==> src/fci_pkg.sv <==
// Constants, types and command codes for the flash command host controller.
// Assumes a byte-wide flash with asynchronous strobes, driven from a 100 MHz aclk.
//
// Notes on behaviour
// Command bytes: 20 erase, 40 program, 50 clear, 70 status, 90 id, B0, D0, FF.
// Host never sends 00 or any unassigned command code.
// Boot region writes need high voltage on supply and reset/power-down pins.
// Missing voltage aborts write and sets supply-low, program or erase error.
// While programming only status reads; while erasing also erase suspend.
// Finished automaton sets ready bit; front end stays in status-read mode.
// Identifier mode: maker code at address 0, part code at address 1.
// Read right after a started program or erase returns status contents.
// Two read-array commands abort and return to array read mode.
// Bad command after erase setup sets both error bits, status mode.
// After read-status every read returns status whatever the address.
// Clear-status resets error bits; automaton never clears them.
// Program setup arms the next write to load address and data.
// Write after program setup starts programming; host needs read-array afterwards.
// Erase confirm starts erase; only status and suspend accepted meanwhile.
// Confirm without setup is ignored and sets both error bits.
// Status refreshes only when output enable or chip select toggles.
// Suspend only acts during erase; meanwhile only status and resume accepted.
// Suspended: ready and suspend bits set; array, status, resume accepted.
// Supply loss while suspended aborts erase; reset/power-down stops all.
// During suspend host reads only blocks other than the one erased.
// Resume clears suspend and ready bit only if suspend was issued.
// After reset/power-down release the device starts in array read mode.
// Command is captured on whichever strobe deasserts first.

package fci_pkg;

	// ----------------------------------------------------------------
	// Flash command codes
	// ----------------------------------------------------------------
	localparam logic [7:0] CMD_ERASE_SETUP  = 8'h20;
	localparam logic [7:0] CMD_PROG_SETUP   = 8'h40;
	localparam logic [7:0] CMD_CLEAR_STATUS = 8'h50;
	localparam logic [7:0] CMD_READ_STATUS  = 8'h70;
	localparam logic [7:0] CMD_IDENT        = 8'h90;
	localparam logic [7:0] CMD_SUSPEND      = 8'hB0;
	localparam logic [7:0] CMD_CONFIRM      = 8'hD0;
	localparam logic [7:0] CMD_READ_ARRAY   = 8'hFF;

	// ----------------------------------------------------------------
	// Status register bit positions of the flash
	// ----------------------------------------------------------------
	localparam int SR_READY_BIT   = 7;
	localparam int SR_SUSPEND_BIT = 6;
	localparam int SR_ERASE_BIT   = 5;
	localparam int SR_PROG_BIT    = 4;
	localparam int SR_SUPPLY_BIT  = 3;

	// ----------------------------------------------------------------
	// Controller register map (byte addresses)
	// ----------------------------------------------------------------
	localparam logic [7:0] REG_CTRL   = 8'h00;
	localparam logic [7:0] REG_ADDR   = 8'h04;
	localparam logic [7:0] REG_WDATA  = 8'h08;
	localparam logic [7:0] REG_STATUS = 8'h0C;
	localparam logic [7:0] REG_RDATA  = 8'h10;
	localparam logic [7:0] REG_PINS   = 8'h14;

	// Control register fields
	localparam int CTRL_OP_LSB = 0;
	localparam int CTRL_GO_BIT = 8;

	// Pin control register fields
	localparam int PINS_RESET_BIT = 0;
	localparam int PINS_VPP_BIT   = 1;
	localparam int PINS_HV_BIT    = 2;

	// ----------------------------------------------------------------
	// Bus timing
	// ----------------------------------------------------------------
	localparam int CLK_PERIOD_NS    = 10;
	localparam int STROBE_NS        = 100;
	localparam int STROBE_CYCLES    = (STROBE_NS + CLK_PERIOD_NS - 1) / CLK_PERIOD_NS;
	localparam int RECOVERY_NS      = 40;
	localparam int RECOVERY_CYCLES  = (RECOVERY_NS + CLK_PERIOD_NS - 1) / CLK_PERIOD_NS;
	localparam logic [31:0] PINS_RESET_VALUE = 32'h0000_0001;

	// Operations ordered from software
	typedef enum logic [1:0] {
		FCI_OP_WRITE = 2'h0,
		FCI_OP_READ  = 2'h1
	} fci_op_type;

	// Flash-side pin bundle
	typedef struct packed {
		logic        ce_n;
		logic        oe_n;
		logic        we_n;
		logic        dq_oe;
		logic [7:0]  dq_out;
		logic [17:0] addr;
	} fci_pins_type;

	// Sequencer states, Gray from idle to gap; gap back to idle flips two bits
	typedef enum logic [2:0] {
		FCI_IDLE   = 3'b000,
		FCI_SETUP  = 3'b001,
		FCI_STROBE = 3'b011,
		FCI_HOLD   = 3'b010,
		FCI_GAP    = 3'b110
	} fci_state_type;

endpackage

==> src/fci_cycle.sv <==
// Bus cycle sequencer: one flash write or read cycle per request.
// Assumes flash pins are synchronous to aclk; strobes are generated here.
`default_nettype none

module fci_cycle #(
	parameter int STROBE = fci_pkg::STROBE_CYCLES,
	parameter int GAP    = fci_pkg::RECOVERY_CYCLES
) (
	input  wire logic                aclk,
	input  wire logic                aresetn,
	input  wire logic                start,
	input  wire logic                is_read,
	input  wire logic [17:0]         addr,
	input  wire logic [7:0]          wdata,
	input  wire logic [7:0]          dq_in,
	output logic                     busy,
	output logic                     done,
	output logic [7:0]               rdata,
	output fci_pkg::fci_pins_type    pins
);

	// Refuse timing counts that the 8-bit counter cannot hold
	if (STROBE < 1 || STROBE > 255 || GAP < 1 || GAP > 255) begin
		$error("fci_cycle: timing counts out of range");
	end

	fci_pkg::fci_state_type state;
	logic [7:0]             count;
	logic                   rd;

	// ----------------------------------------------------------------
	// Sequencer
	// ----------------------------------------------------------------
	// Each request drives one strobe low then high, so chip select toggles
	// between polls and the flash latches fresh status on every read
	always_ff @(posedge aclk) begin
		if (!aresetn) begin
			state <= fci_pkg::FCI_IDLE;
			count <= 8'h00;
			rd    <= 1'b0;
			pins  <= '{ce_n: 1'b1, oe_n: 1'b1, we_n: 1'b1, dq_oe: 1'b0,
				dq_out: 8'h00, addr: 18'h00000};
			rdata <= 8'h00;
			done  <= 1'b0;
		end else begin
			done <= 1'b0;
			case (state)
				fci_pkg::FCI_IDLE: begin
					if (start) begin
						rd          <= is_read;
						pins.addr   <= addr;
						pins.dq_out <= wdata;
						pins.dq_oe  <= !is_read;
						state       <= fci_pkg::FCI_SETUP;
					end
				end
				fci_pkg::FCI_SETUP: begin
					pins.ce_n <= 1'b0;
					pins.oe_n <= !rd;
					pins.we_n <= rd;
					count     <= 8'(STROBE);
					state     <= fci_pkg::FCI_STROBE;
				end
				fci_pkg::FCI_STROBE: begin
					if (count == 8'h01) begin
						// Write strobe rises before chip select, taking the command
						pins.we_n <= 1'b1;
						pins.oe_n <= 1'b1;
						if (rd) begin
							rdata <= dq_in;
						end
						state <= fci_pkg::FCI_HOLD;
					end else begin
						count <= count - 8'h01;
					end
				end
				fci_pkg::FCI_HOLD: begin
					pins.ce_n  <= 1'b1; // Toggled once per cycle
					pins.dq_oe <= 1'b0;
					count      <= 8'(GAP);
					state      <= fci_pkg::FCI_GAP;
				end
				fci_pkg::FCI_GAP: begin
					if (count == 8'h01) begin
						done  <= 1'b1;
						state <= fci_pkg::FCI_IDLE;
					end else begin
						count <= count - 8'h01;
					end
				end
				default: begin
					state <= fci_pkg::FCI_IDLE;
				end
			endcase
		end
	end

	assign busy = (state != fci_pkg::FCI_IDLE);

	// ----------------------------------------------------------------
	// Checks
	// ----------------------------------------------------------------
	a_we_under_ce: assert property (@(posedge aclk) disable iff (!aresetn)
		!pins.we_n |-> !pins.ce_n)
		else $error("write strobe low without chip select");
	a_ce_toggles: assert property (@(posedge aclk) disable iff (!aresetn)
		done |-> $past(pins.ce_n, 1) && pins.ce_n)
		else $error("chip select not released before completion");
	a_we_rises_first: assert property (@(posedge aclk) disable iff (!aresetn)
		$rose(pins.we_n) |-> !pins.ce_n)
		else $error("chip select rose with or before write strobe");
	c_write_cycle: cover property (@(posedge aclk) disable iff (!aresetn)
		$rose(pins.we_n));
	c_read_cycle: cover property (@(posedge aclk) disable iff (!aresetn)
		$rose(pins.oe_n));

endmodule

`default_nettype wire

==> src/fci_host.sv <==
// Host controller for a byte-wide boot-block flash: AXI4-Lite slave in,
// flash command cycles out. Software composes command sequences; the
// controller runs single bus cycles and tracks the flash's read mode.
// Assumes flash pins synchronous to aclk and one bus master.
//
// Decided for this implementation: register access over AXI4-Lite and the register offsets.
`default_nettype none

module fci_host (
	input  wire logic                aclk,
	input  wire logic                aresetn,
	input  wire logic [7:0]          s_axi_awaddr,
	input  wire logic                s_axi_awvalid,
	output logic                     s_axi_awready,
	input  wire logic [31:0]         s_axi_wdata,
	input  wire logic [3:0]          s_axi_wstrb,
	input  wire logic                s_axi_wvalid,
	output logic                     s_axi_wready,
	output logic [1:0]               s_axi_bresp,
	output logic                     s_axi_bvalid,
	input  wire logic                s_axi_bready,
	input  wire logic [7:0]          s_axi_araddr,
	input  wire logic                s_axi_arvalid,
	output logic                     s_axi_arready,
	output logic [31:0]              s_axi_rdata,
	output logic [1:0]               s_axi_rresp,
	output logic                     s_axi_rvalid,
	input  wire logic                s_axi_rready,
	output logic                     flash_ce_n,
	output logic                     flash_oe_n,
	output logic                     flash_we_n,
	output logic [17:0]              flash_addr,
	output logic [7:0]               flash_dq_out,
	output logic                     flash_dq_oe,
	input  wire logic [7:0]          flash_dq_in,
	output logic                     reset_powerdown_n,
	output logic                     program_supply_on,
	output logic                     high_program_voltage
);

	// ----------------------------------------------------------------
	// Declarations
	// ----------------------------------------------------------------
	typedef enum logic [2:0] {
		FCI_MODE_ARRAY   = 3'h0,
		FCI_MODE_STATUS  = 3'h1,
		FCI_MODE_IDENT   = 3'h2,
		FCI_MODE_PSETUP  = 3'h3,
		FCI_MODE_ESETUP  = 3'h4
	} fci_mode_type;

	logic [17:0]           addr_reg;
	logic [7:0]            wdata_reg;
	logic                  op_read;
	logic                  go;
	logic                  busy;
	logic                  done;
	logic [7:0]            rdata;
	logic [2:0]            pin_ctrl;
	logic [7:0]            status_seen;
	logic                  last_was_ff;
	logic                  refused;
	logic                  error_seen;
	fci_mode_type          mode;
	fci_pkg::fci_pins_type pins;
	logic                  aw_hold;
	logic                  w_hold;
	logic [7:0]            aw_addr;
	logic [31:0]           w_data;
	logic                  wr_fire;
	logic                  ctrl_write;

	// True for command codes the flash assigns; others are never sent
	function automatic logic fci_valid_cmd(input logic [7:0] c);
		fci_valid_cmd = (c == fci_pkg::CMD_ERASE_SETUP) || (c == fci_pkg::CMD_PROG_SETUP)
			|| (c == fci_pkg::CMD_CLEAR_STATUS) || (c == fci_pkg::CMD_READ_STATUS)
			|| (c == fci_pkg::CMD_IDENT) || (c == fci_pkg::CMD_SUSPEND)
			|| (c == fci_pkg::CMD_CONFIRM) || (c == fci_pkg::CMD_READ_ARRAY);
	endfunction

	// ----------------------------------------------------------------
	// AXI4-Lite write channel
	// ----------------------------------------------------------------
	assign s_axi_awready = !aw_hold && !s_axi_bvalid;
	assign s_axi_wready  = !w_hold && !s_axi_bvalid;
	assign wr_fire       = aw_hold && w_hold && !s_axi_bvalid;
	assign s_axi_bresp   = 2'h0;
	assign ctrl_write    = wr_fire && (aw_addr == fci_pkg::REG_CTRL);

	// Collect address and data in either order, answer once both held
	always_ff @(posedge aclk) begin
		if (!aresetn) begin
			aw_hold      <= 1'b0;
			w_hold       <= 1'b0;
			aw_addr      <= 8'h00;
			w_data       <= 32'h0000_0000;
			s_axi_bvalid <= 1'b0;
		end else begin
			if (s_axi_awvalid && s_axi_awready) begin
				aw_hold <= 1'b1;
				aw_addr <= s_axi_awaddr;
			end
			if (s_axi_wvalid && s_axi_wready) begin
				w_hold <= 1'b1;
				w_data <= s_axi_wdata;
			end
			if (wr_fire) begin
				aw_hold      <= 1'b0;
				w_hold       <= 1'b0;
				s_axi_bvalid <= 1'b1;
			end else if (s_axi_bvalid && s_axi_bready) begin
				s_axi_bvalid <= 1'b0;
			end
		end
	end

	// Software registers; a go while busy or with a bad code is refused
	always_ff @(posedge aclk) begin
		if (!aresetn) begin
			addr_reg  <= 18'h00000;
			wdata_reg <= 8'h00;
			op_read   <= 1'b0;
			go        <= 1'b0;
			refused   <= 1'b0;
			pin_ctrl  <= fci_pkg::PINS_RESET_VALUE[2:0];
		end else begin
			go <= 1'b0;
			if (wr_fire && aw_addr == fci_pkg::REG_ADDR) begin
				addr_reg <= w_data[17:0];
			end
			if (wr_fire && aw_addr == fci_pkg::REG_WDATA) begin
				wdata_reg <= w_data[7:0];
			end
			if (wr_fire && aw_addr == fci_pkg::REG_PINS) begin
				pin_ctrl <= w_data[2:0];
			end
			if (ctrl_write && w_data[fci_pkg::CTRL_GO_BIT]) begin
				op_read <= (w_data[1:0] == fci_pkg::FCI_OP_READ);
				if (busy || (w_data[1:0] != fci_pkg::FCI_OP_READ
					&& mode != FCI_MODE_PSETUP && !fci_valid_cmd(wdata_reg))) begin
					refused <= 1'b1;
				end else begin
					go <= 1'b1;
				end
			end else if (ctrl_write) begin
				refused <= 1'b0;
			end
		end
	end

	// ----------------------------------------------------------------
	// Flash pins
	// ----------------------------------------------------------------
	// Boot region writes need both pins raised; software sets them here
	assign reset_powerdown_n    = pin_ctrl[fci_pkg::PINS_RESET_BIT];
	assign program_supply_on    = pin_ctrl[fci_pkg::PINS_VPP_BIT];
	assign high_program_voltage = pin_ctrl[fci_pkg::PINS_HV_BIT];
	assign flash_ce_n   = pins.ce_n;
	assign flash_oe_n   = pins.oe_n;
	assign flash_we_n   = pins.we_n;
	assign flash_addr   = pins.addr;
	assign flash_dq_out = pins.dq_out;
	assign flash_dq_oe  = pins.dq_oe;

	fci_cycle u_cycle (
		.aclk    (aclk),
		.aresetn (aresetn),
		.start   (go),
		.is_read (op_read),
		.addr    (addr_reg),
		.wdata   (wdata_reg),
		.dq_in   (flash_dq_in),
		.busy    (busy),
		.done    (done),
		.rdata   (rdata),
		.pins    (pins)
	);

	// ----------------------------------------------------------------
	// Read mode tracking of the flash
	// ----------------------------------------------------------------
	// Mirrors which source the flash read path points at, so software knows
	// whether a read returns array, status or identifier data
	always_ff @(posedge aclk) begin
		if (!aresetn || !reset_powerdown_n) begin
			mode        <= FCI_MODE_ARRAY;
			last_was_ff <= 1'b0;
		end else if (go && !op_read) begin
			last_was_ff <= (wdata_reg == fci_pkg::CMD_READ_ARRAY) && mode != FCI_MODE_PSETUP;
			case (mode)
				FCI_MODE_PSETUP: begin
					// Second write latches target and payload, then status
					mode <= FCI_MODE_STATUS;
				end
				FCI_MODE_ESETUP: begin
					// Either way the flash shows status next
					mode <= FCI_MODE_STATUS;
				end
				default: begin
					case (wdata_reg)
						fci_pkg::CMD_READ_ARRAY: begin
							// Second read-array in a row reaches the array
							mode <= (mode == FCI_MODE_STATUS && !last_was_ff && error_seen)
								? FCI_MODE_STATUS : FCI_MODE_ARRAY;
						end
						fci_pkg::CMD_READ_STATUS:  mode <= FCI_MODE_STATUS;
						fci_pkg::CMD_IDENT:        mode <= FCI_MODE_IDENT;
						fci_pkg::CMD_PROG_SETUP:   mode <= FCI_MODE_PSETUP;
						fci_pkg::CMD_ERASE_SETUP:  mode <= FCI_MODE_ESETUP;
						fci_pkg::CMD_CONFIRM:      mode <= FCI_MODE_STATUS;
						fci_pkg::CMD_SUSPEND:      mode <= mode; // No source change
						default:                   mode <= mode;
					endcase
				end
			endcase
		end
	end

	// Keeps the last status byte read; error flag follows it, set only when erase and program bits are both set
	always_ff @(posedge aclk) begin
		if (!aresetn) begin
			status_seen <= 8'h00;
			error_seen  <= 1'b0;
		end else if (done && op_read && mode == FCI_MODE_STATUS) begin
			status_seen <= rdata;
			error_seen  <= rdata[fci_pkg::SR_ERASE_BIT] && rdata[fci_pkg::SR_PROG_BIT];
		end
	end

	// ----------------------------------------------------------------
	// AXI4-Lite read channel
	// ----------------------------------------------------------------
	assign s_axi_arready = !s_axi_rvalid;
	assign s_axi_rresp   = 2'h0;

	// Register read mux; unmapped offsets read zero
	always_ff @(posedge aclk) begin
		if (!aresetn) begin
			s_axi_rvalid <= 1'b0;
			s_axi_rdata  <= 32'h0000_0000;
		end else if (s_axi_arvalid && s_axi_arready) begin
			s_axi_rvalid <= 1'b1;
			case (s_axi_araddr)
				fci_pkg::REG_CTRL:   s_axi_rdata <= {23'h000000, go, 7'h00, op_read};
				fci_pkg::REG_ADDR:   s_axi_rdata <= {14'h0000, addr_reg};
				fci_pkg::REG_WDATA:  s_axi_rdata <= {24'h000000, wdata_reg};
				fci_pkg::REG_STATUS: s_axi_rdata <= {16'h0000, status_seen, 2'h0,
					refused, mode, done, busy};
				fci_pkg::REG_RDATA:  s_axi_rdata <= {24'h000000, rdata};
				fci_pkg::REG_PINS:   s_axi_rdata <= {29'h00000000, pin_ctrl};
				default:             s_axi_rdata <= 32'h0000_0000;
			endcase
		end else if (s_axi_rready) begin
			s_axi_rvalid <= 1'b0;
		end
	end

	// ----------------------------------------------------------------
	// Checks
	// ----------------------------------------------------------------
	a_psetup_status: assert property (@(posedge aclk) disable iff (!aresetn)
		(go && !op_read && mode == FCI_MODE_PSETUP && reset_powerdown_n)
		|=> mode == FCI_MODE_STATUS)
		else $error("program write did not enter status mode");
	a_ident_mode: assert property (@(posedge aclk) disable iff (!aresetn)
		(go && !op_read && mode == FCI_MODE_ARRAY && wdata_reg == fci_pkg::CMD_IDENT
		&& reset_powerdown_n) |=> mode == FCI_MODE_IDENT)
		else $error("identifier command not tracked");
	a_no_bad_code: assert property (@(posedge aclk) disable iff (!aresetn)
		(go && !op_read && mode != FCI_MODE_PSETUP) |-> fci_valid_cmd(wdata_reg))
		else $error("unassigned command code sent");
	a_go_idle: assert property (@(posedge aclk) disable iff (!aresetn)
		go |-> ##1 busy ##[1:600] done)
		else $error("bus cycle did not complete");
	a_esetup_status: assert property (@(posedge aclk) disable iff (!aresetn)
		(go && !op_read && mode == FCI_MODE_ESETUP && reset_powerdown_n)
		|=> mode == FCI_MODE_STATUS)
		else $error("command after erase setup did not enter status");
	a_reset_array: assert property (@(posedge aclk) disable iff (!aresetn)
		!reset_powerdown_n |=> mode == FCI_MODE_ARRAY)
		else $error("power-down did not restore array mode");
	a_status_mode: assert property (@(posedge aclk) disable iff (!aresetn)
		(go && !op_read && mode != FCI_MODE_PSETUP && mode != FCI_MODE_ESETUP
		&& wdata_reg == fci_pkg::CMD_READ_STATUS && reset_powerdown_n)
		|=> mode == FCI_MODE_STATUS)
		else $error("read-status not tracked");
	a_bresp_once: assert property (@(posedge aclk) disable iff (!aresetn)
		wr_fire |=> s_axi_bvalid)
		else $error("write response missing");
	c_program_seq: cover property (@(posedge aclk) disable iff (!aresetn)
		mode == FCI_MODE_PSETUP ##[1:200] mode == FCI_MODE_STATUS);
	c_erase_seq: cover property (@(posedge aclk) disable iff (!aresetn)
		mode == FCI_MODE_ESETUP ##[1:200] mode == FCI_MODE_STATUS);
	c_refused: cover property (@(posedge aclk) disable iff (!aresetn) $rose(refused));

endmodule

`default_nettype wire

==> config.mk <==
export PLATFORM = sky130hd
export DESIGN_NAME = fci_host
export DESIGN_NICKNAME = d
export VERILOG_FILES = /design/src/fci_pkg.sv /design/src/fci_cycle.sv /design/src/fci_host.sv
export SDC_FILE = /design/constraint.sdc
export NUM_CORES = 1
export LEC_CHECK = 0
export BUFFER_PORTS_ARGS = -buffer_cell sky130_fd_sc_hd__buf_2
export CAP_MARGIN = 20
export CORE_AREA = 2 2 129 131
export DETAILED_ROUTE_END_ITERATION = 6
export DIE_AREA = 0 0 131 133
export PLACE_DENSITY = 0.62
export SLEW_MARGIN = 5
export SYNTH_ARGS = -nofsm -noshare
export SYNTH_HDL_FRONTEND = slang
export SYNTH_SLANG_ARGS = --single-unit
==> constraint.sdc <==
create_clock -name aclk -period 2.89 [get_ports aclk]
set_input_delay 0.289 -clock aclk [delete_from_list [all_inputs] [get_ports aclk]]
set_output_delay 0.289 -clock aclk [all_outputs]
set_load 0.005 [all_outputs]
# Yosys cells after proc, flatten, opt, wreduce, memory -nomap -nowiden
# Cells that the tools add are included.
# word_totals
reg_bits	158
inputBits	67
out_inout_bits	74
elab_cells	153
# classes
n_addsub	1
n_eq_ne	32
n_mux	24
bitwise	1
n_reduce_logical	67
# op_table
cell	count
$pmux 18 s6	1
$eq 8x8->1 const B	4
$pmux 3 s5	2
$mux 27	1
$eq 8x4->1 const B	3
$eq 8x5->1 const B	3
$eq 8x7->1 const B	3
$pmux 8 s3	1
$logic_and 1x1->1	22
$eq 8x3->1 const B	2
$logic_not 8->1	2
$reduce_and 2->1	8
$mux 3	4
$reduce_bool 2->1	6
$logic_not 1->1	10
$mux 1	10
$eq 3x2->1 const B	3
$logic_or 1x1->1	9
$eq 8x1->1 const B	1
$eq 8x6->1 const B	1
$mux 8	1
$ne 2x1->1 const B	4
$reduce_or 2->1	4
$sub 8x1->8 const B	1
13 further kinds	19

# Depth between registers and ports, before layout
# depth
depth_word	13
mapped_depth	7
mapped_depth_nobuf	7

# Hierarchy
# Synthesis repeated with hierarchy kept, for this count alone.
# unflattened
hier_cells	749
hier_area_um2	6592.6
# modules_own_cells
module	instances	cells_per_inst	area_each_um2	seq_area_each_um2
fci_host	1	496	4359.2	1861.8
fci_cycle	1	253	2233.4	1021.0

# Worst setup path after synthesis
# Ideal clock, no wire load.
# synth_path
path_kind	register -> register
start	register aw_addr[7]
end	register addr_reg[13]
setup_ps	132
arrival_ps	2063
required_time_ps	2758
slack_ps	695
stages_incl_launch_ff	8
path_buffers	2
period_less_slack_ps	2195
path_cell_list	dfxtp_1 -> or4_4 -> or3_4 -> or4b_1 -> buf_2 -> buf_2 -> nand2_1 -> a21oi_1
# synth_via
elab_chain_cells	2
# synth_rtl
element	line	source
from (decl)	fci_host.sv:68	logic [7:0] aw_addr;
from (signal assigned)	fci_host.sv:101	aw_addr <= s_axi_awaddr;
$eq 8x3->1	fci_host.sv:128	if (wr_fire && aw_addr == fci_pkg::REG_ADDR) begin
$logic_and 1x1->1	fci_host.sv:128	
to (signal assigned)	fci_host.sv:129	addr_reg <= w_data[17:0];
to (decl)	fci_host.sv:52	logic [17:0] addr_reg;
# Every way passes these cells.
# A chain may end at the register's enable or synchronous reset.

# Final worst setup path
# layout_path
start	register aw_addr[7]
end	register addr_reg[5]
# Same word-level chain as after synthesis.

==> run_results.csv <==
group,metric,value,unit
status,status,"complete, no violations",
setup_path,slowest_delay,820,ps
yosys,synth_area_leaders,"dfxtp_1 (46%), nand2_1 (10%), mux2i_1 (7.4%)",
die,core_area,16200,um^2
finish,syn_to_final_growth,19.2,%
yosys,synth-main-ff-cell,"dfxtp_1",
yosys,synth.distinct_cells,58,
global_route,grt_pass1_vias,5039,
routing,drc,0,
routing,ant_nets,0,
yosys,ys_seq_elements,144,
clock_tree,cts_num_sinks,144,
finish,n_antenna_cell,0,
routing,drtIter0Drc,277,
clock_tree,insertion_delay,420,ps
sta,finalSetupViolCount,0,
global_route,grt_max_degree,64,
global_route,antenna_found_initial,0,
yosys,avgSynthCellArea,8.21,um^2
clock_tree,cts_resized,0,
clock_tree,root_buffer,"clkbuf_16",
finish,drive_gt1_share,18.7,%
clock_tree,clock_path_buffers,2,
clock_tree,post-cts-setup-buffers,0,
finish,largest_reg_flops,30,
yosys,yosys.area.top_type,"dfxtp_1",
die,die_h,133,um
finish,nets,915,
setup_path,cp_max_fo,18,
setup_path,worst_ep_required_time,3170,ps
die,start_util,38.7,%
global_route,gr-total-overflow,0,
yosys,synth-async-reset-ratio,0,%
placed_design,place_congestion,0.870,
yosys,synth-edff-count,0,
die,placementRows,47,
routing,routed_wl,16000,um
global_route,grt_pass1_wl,25800,um
yosys,ys_seq_area_share,46.0,%
power_and_ir_drop,power_density,591,nW/um^2
routing,via_count,5447,
clock_tree,cts_hold_buf,0,
clock_tree,cts_made_buffers,17,
yosys,ys_top_cells_by_count,"nand2_1 (170), dfxtp_1 (144), a21oi_1 (88), nor2_1 (70), mux2i_1 (46)",
power_and_ir_drop,vdd_drop_max,427,uV
worst_hold_path,holdCritPathClass,"primary input to flop",
die,num_io_pins,141,
yosys,synthCells,763,
routing,first_pass_iters,6,
setup_path,end_kind,"flop",
global_route,globalRouteTotalUtil,18.7,%
sta,hold_ws,99.6,ps
sta,layout_min_cycle_time,2450,ps
clock_tree,cts_max_level,4,
finish,largest-register,"u_cycle.pins",
sta,hold_viol_final,0,
die,die_w,131,um
setup_path,startpoint_type,"flop",
finish,finish.utilization,46.2,%
clock_tree,cts_tree,"yes",
sta,fin_crit_sh,84.9,%
sta,clock.fmax,0.407,GHz
placed_design,hpwl,11300,um
sta,fin_worst_skew,8.42,ps
power_and_ir_drop,power.leakage,2.82,nW
sta,worst_pin_slew,670,ps
clock_tree,clk_pin_slew,60,ps
setup_path,crit_type,"flop to flop",
routing,vias_per_cell,5.05,
job,cap_viol_max_count,0,
yosys,synth_top_area_share,46.0,%
yosys,syn_area,6260,um^2
finish,fill_cells,1626,
yosys,ys_warn_count,0,
placed_design,port_buffers,104,
setup_path,cpMaxStageDelayCell,"or4b_1",
routing,routedWlPerCell,14.8,um
sta,fin_setup_tns,0,ps
sta,slew-limit-headroom,55.4,%
yosys,yosysMostFrequentCell,"nand2_1",
sta,rsz0062_at_grt,"false",
die,die_area,17400,um^2
sta,report.final.slew_viol_count,0,
setup_path,critPathArrivalTime,2730,ps
setup_path,path_cells,"or4_4, or3_4, or4b_1, nand2_1, a21oi_1",
critical path, delay by kind of cell (launching register included):
| family | cells | cell delay (ps) |
|---|---|---|
| AO/OA/AOI/OAI | 1 | 70 |
| flip-flops | 1 | 320 |
| AND/OR/NAND/NOR | 4 | 1920 |
layer usage:
layer  GRT usage [%]  up-vias  wire length [um]
met1            26.6     2513              7770
met3            4.12       27               715
li1                -     2758                 -
met4            7.74        0               364
met5               0        -                 0
met2            27.3      149              7100
power by group:
group | internal [mW] | total (mW) | switching [mW]
Clock | 1.30 | 2.17 | 0.869
Sequential | 2.01 | 2.04 | 0.0285
Combinational | 0.0774 | 0.201 | 0.124
Total | 3.39 | 4.42 | 1.02
worst paths after layout:
check | from | endpoint | slack [ps] | cells after the start
worst max register to register | aw_addr[7] | addr_reg[5] | 440 | 5
worst min-delay path | flash_dq_in[7] | u_cycle.rdata[7] | 100 | 3
worst max-delay path | aw_addr[7] | addr_reg[5] | 440 | 5
worst min register to register | u_cycle.pins[20] | u_cycle.pins[20] | 450 | 2
layout make-up:
type                       count  area (um^2)  share of cell area [%]
inverter                       8         31.3                   0.419
tap                          220          275                    3.69
clock inverter                11          131                    1.76
multi-input combinational    560         3090                    41.4
clock buffer                  21          450                    6.03
sequential                   144         2880                    38.6
timing repair buffer         115          603                    8.08
cell usage in the layout (no fill, tap or decap), types with 7 or more instances in the layout:
master,n
nor2b_1,7
nor3_1,14
buf_2,104
a22oi_1,9
clkbuf_16,17
buf_4,11
a2bb2oi_1,7
nor2_1,70
dfxtp_1,144
a21oi_1,88
nand2_1,170
mux2i_1,46
inv_1,7
nand2b_1,11
nand3_1,12
conb_1,18
o21ai_0,19
metrics by stage:
step | area [um^2] | power [mW] | cells | setup slack [ps]
3_3_place_gp | 6890 | 2.29 | 1047 | 477
5_1_grt | 7470 | 4.56 | 1079 | 334
2_1_floorplan | 6330 | 2.23 | 780 | 695
4_1_cts | 7470 | 4.45 | 1079 | 429
3_5_place_dp | 6890 | 2.29 | 1047 | 467
6_report | 7470 | 4.42 | 1079 | 435
cell families (layout without fill, tap and decap cells):
group / Yosys count / in the layout / share of synthesized area (%)
compound gates: 159 / 159 / 15.2
xor+xnor: 4 / 4 / 0.559
fa+ha+maj: 3 / 3 / 0.559
buf+inv: 76 / 155 / 5.71
flops: 144 / 144 / 46.0
mux: 51 / 51 / 8.25
other cells: 1 / 18 / 0.0599
simple gates: 325 / 325 / 23.7
Power figures use the tool's default switching activity.
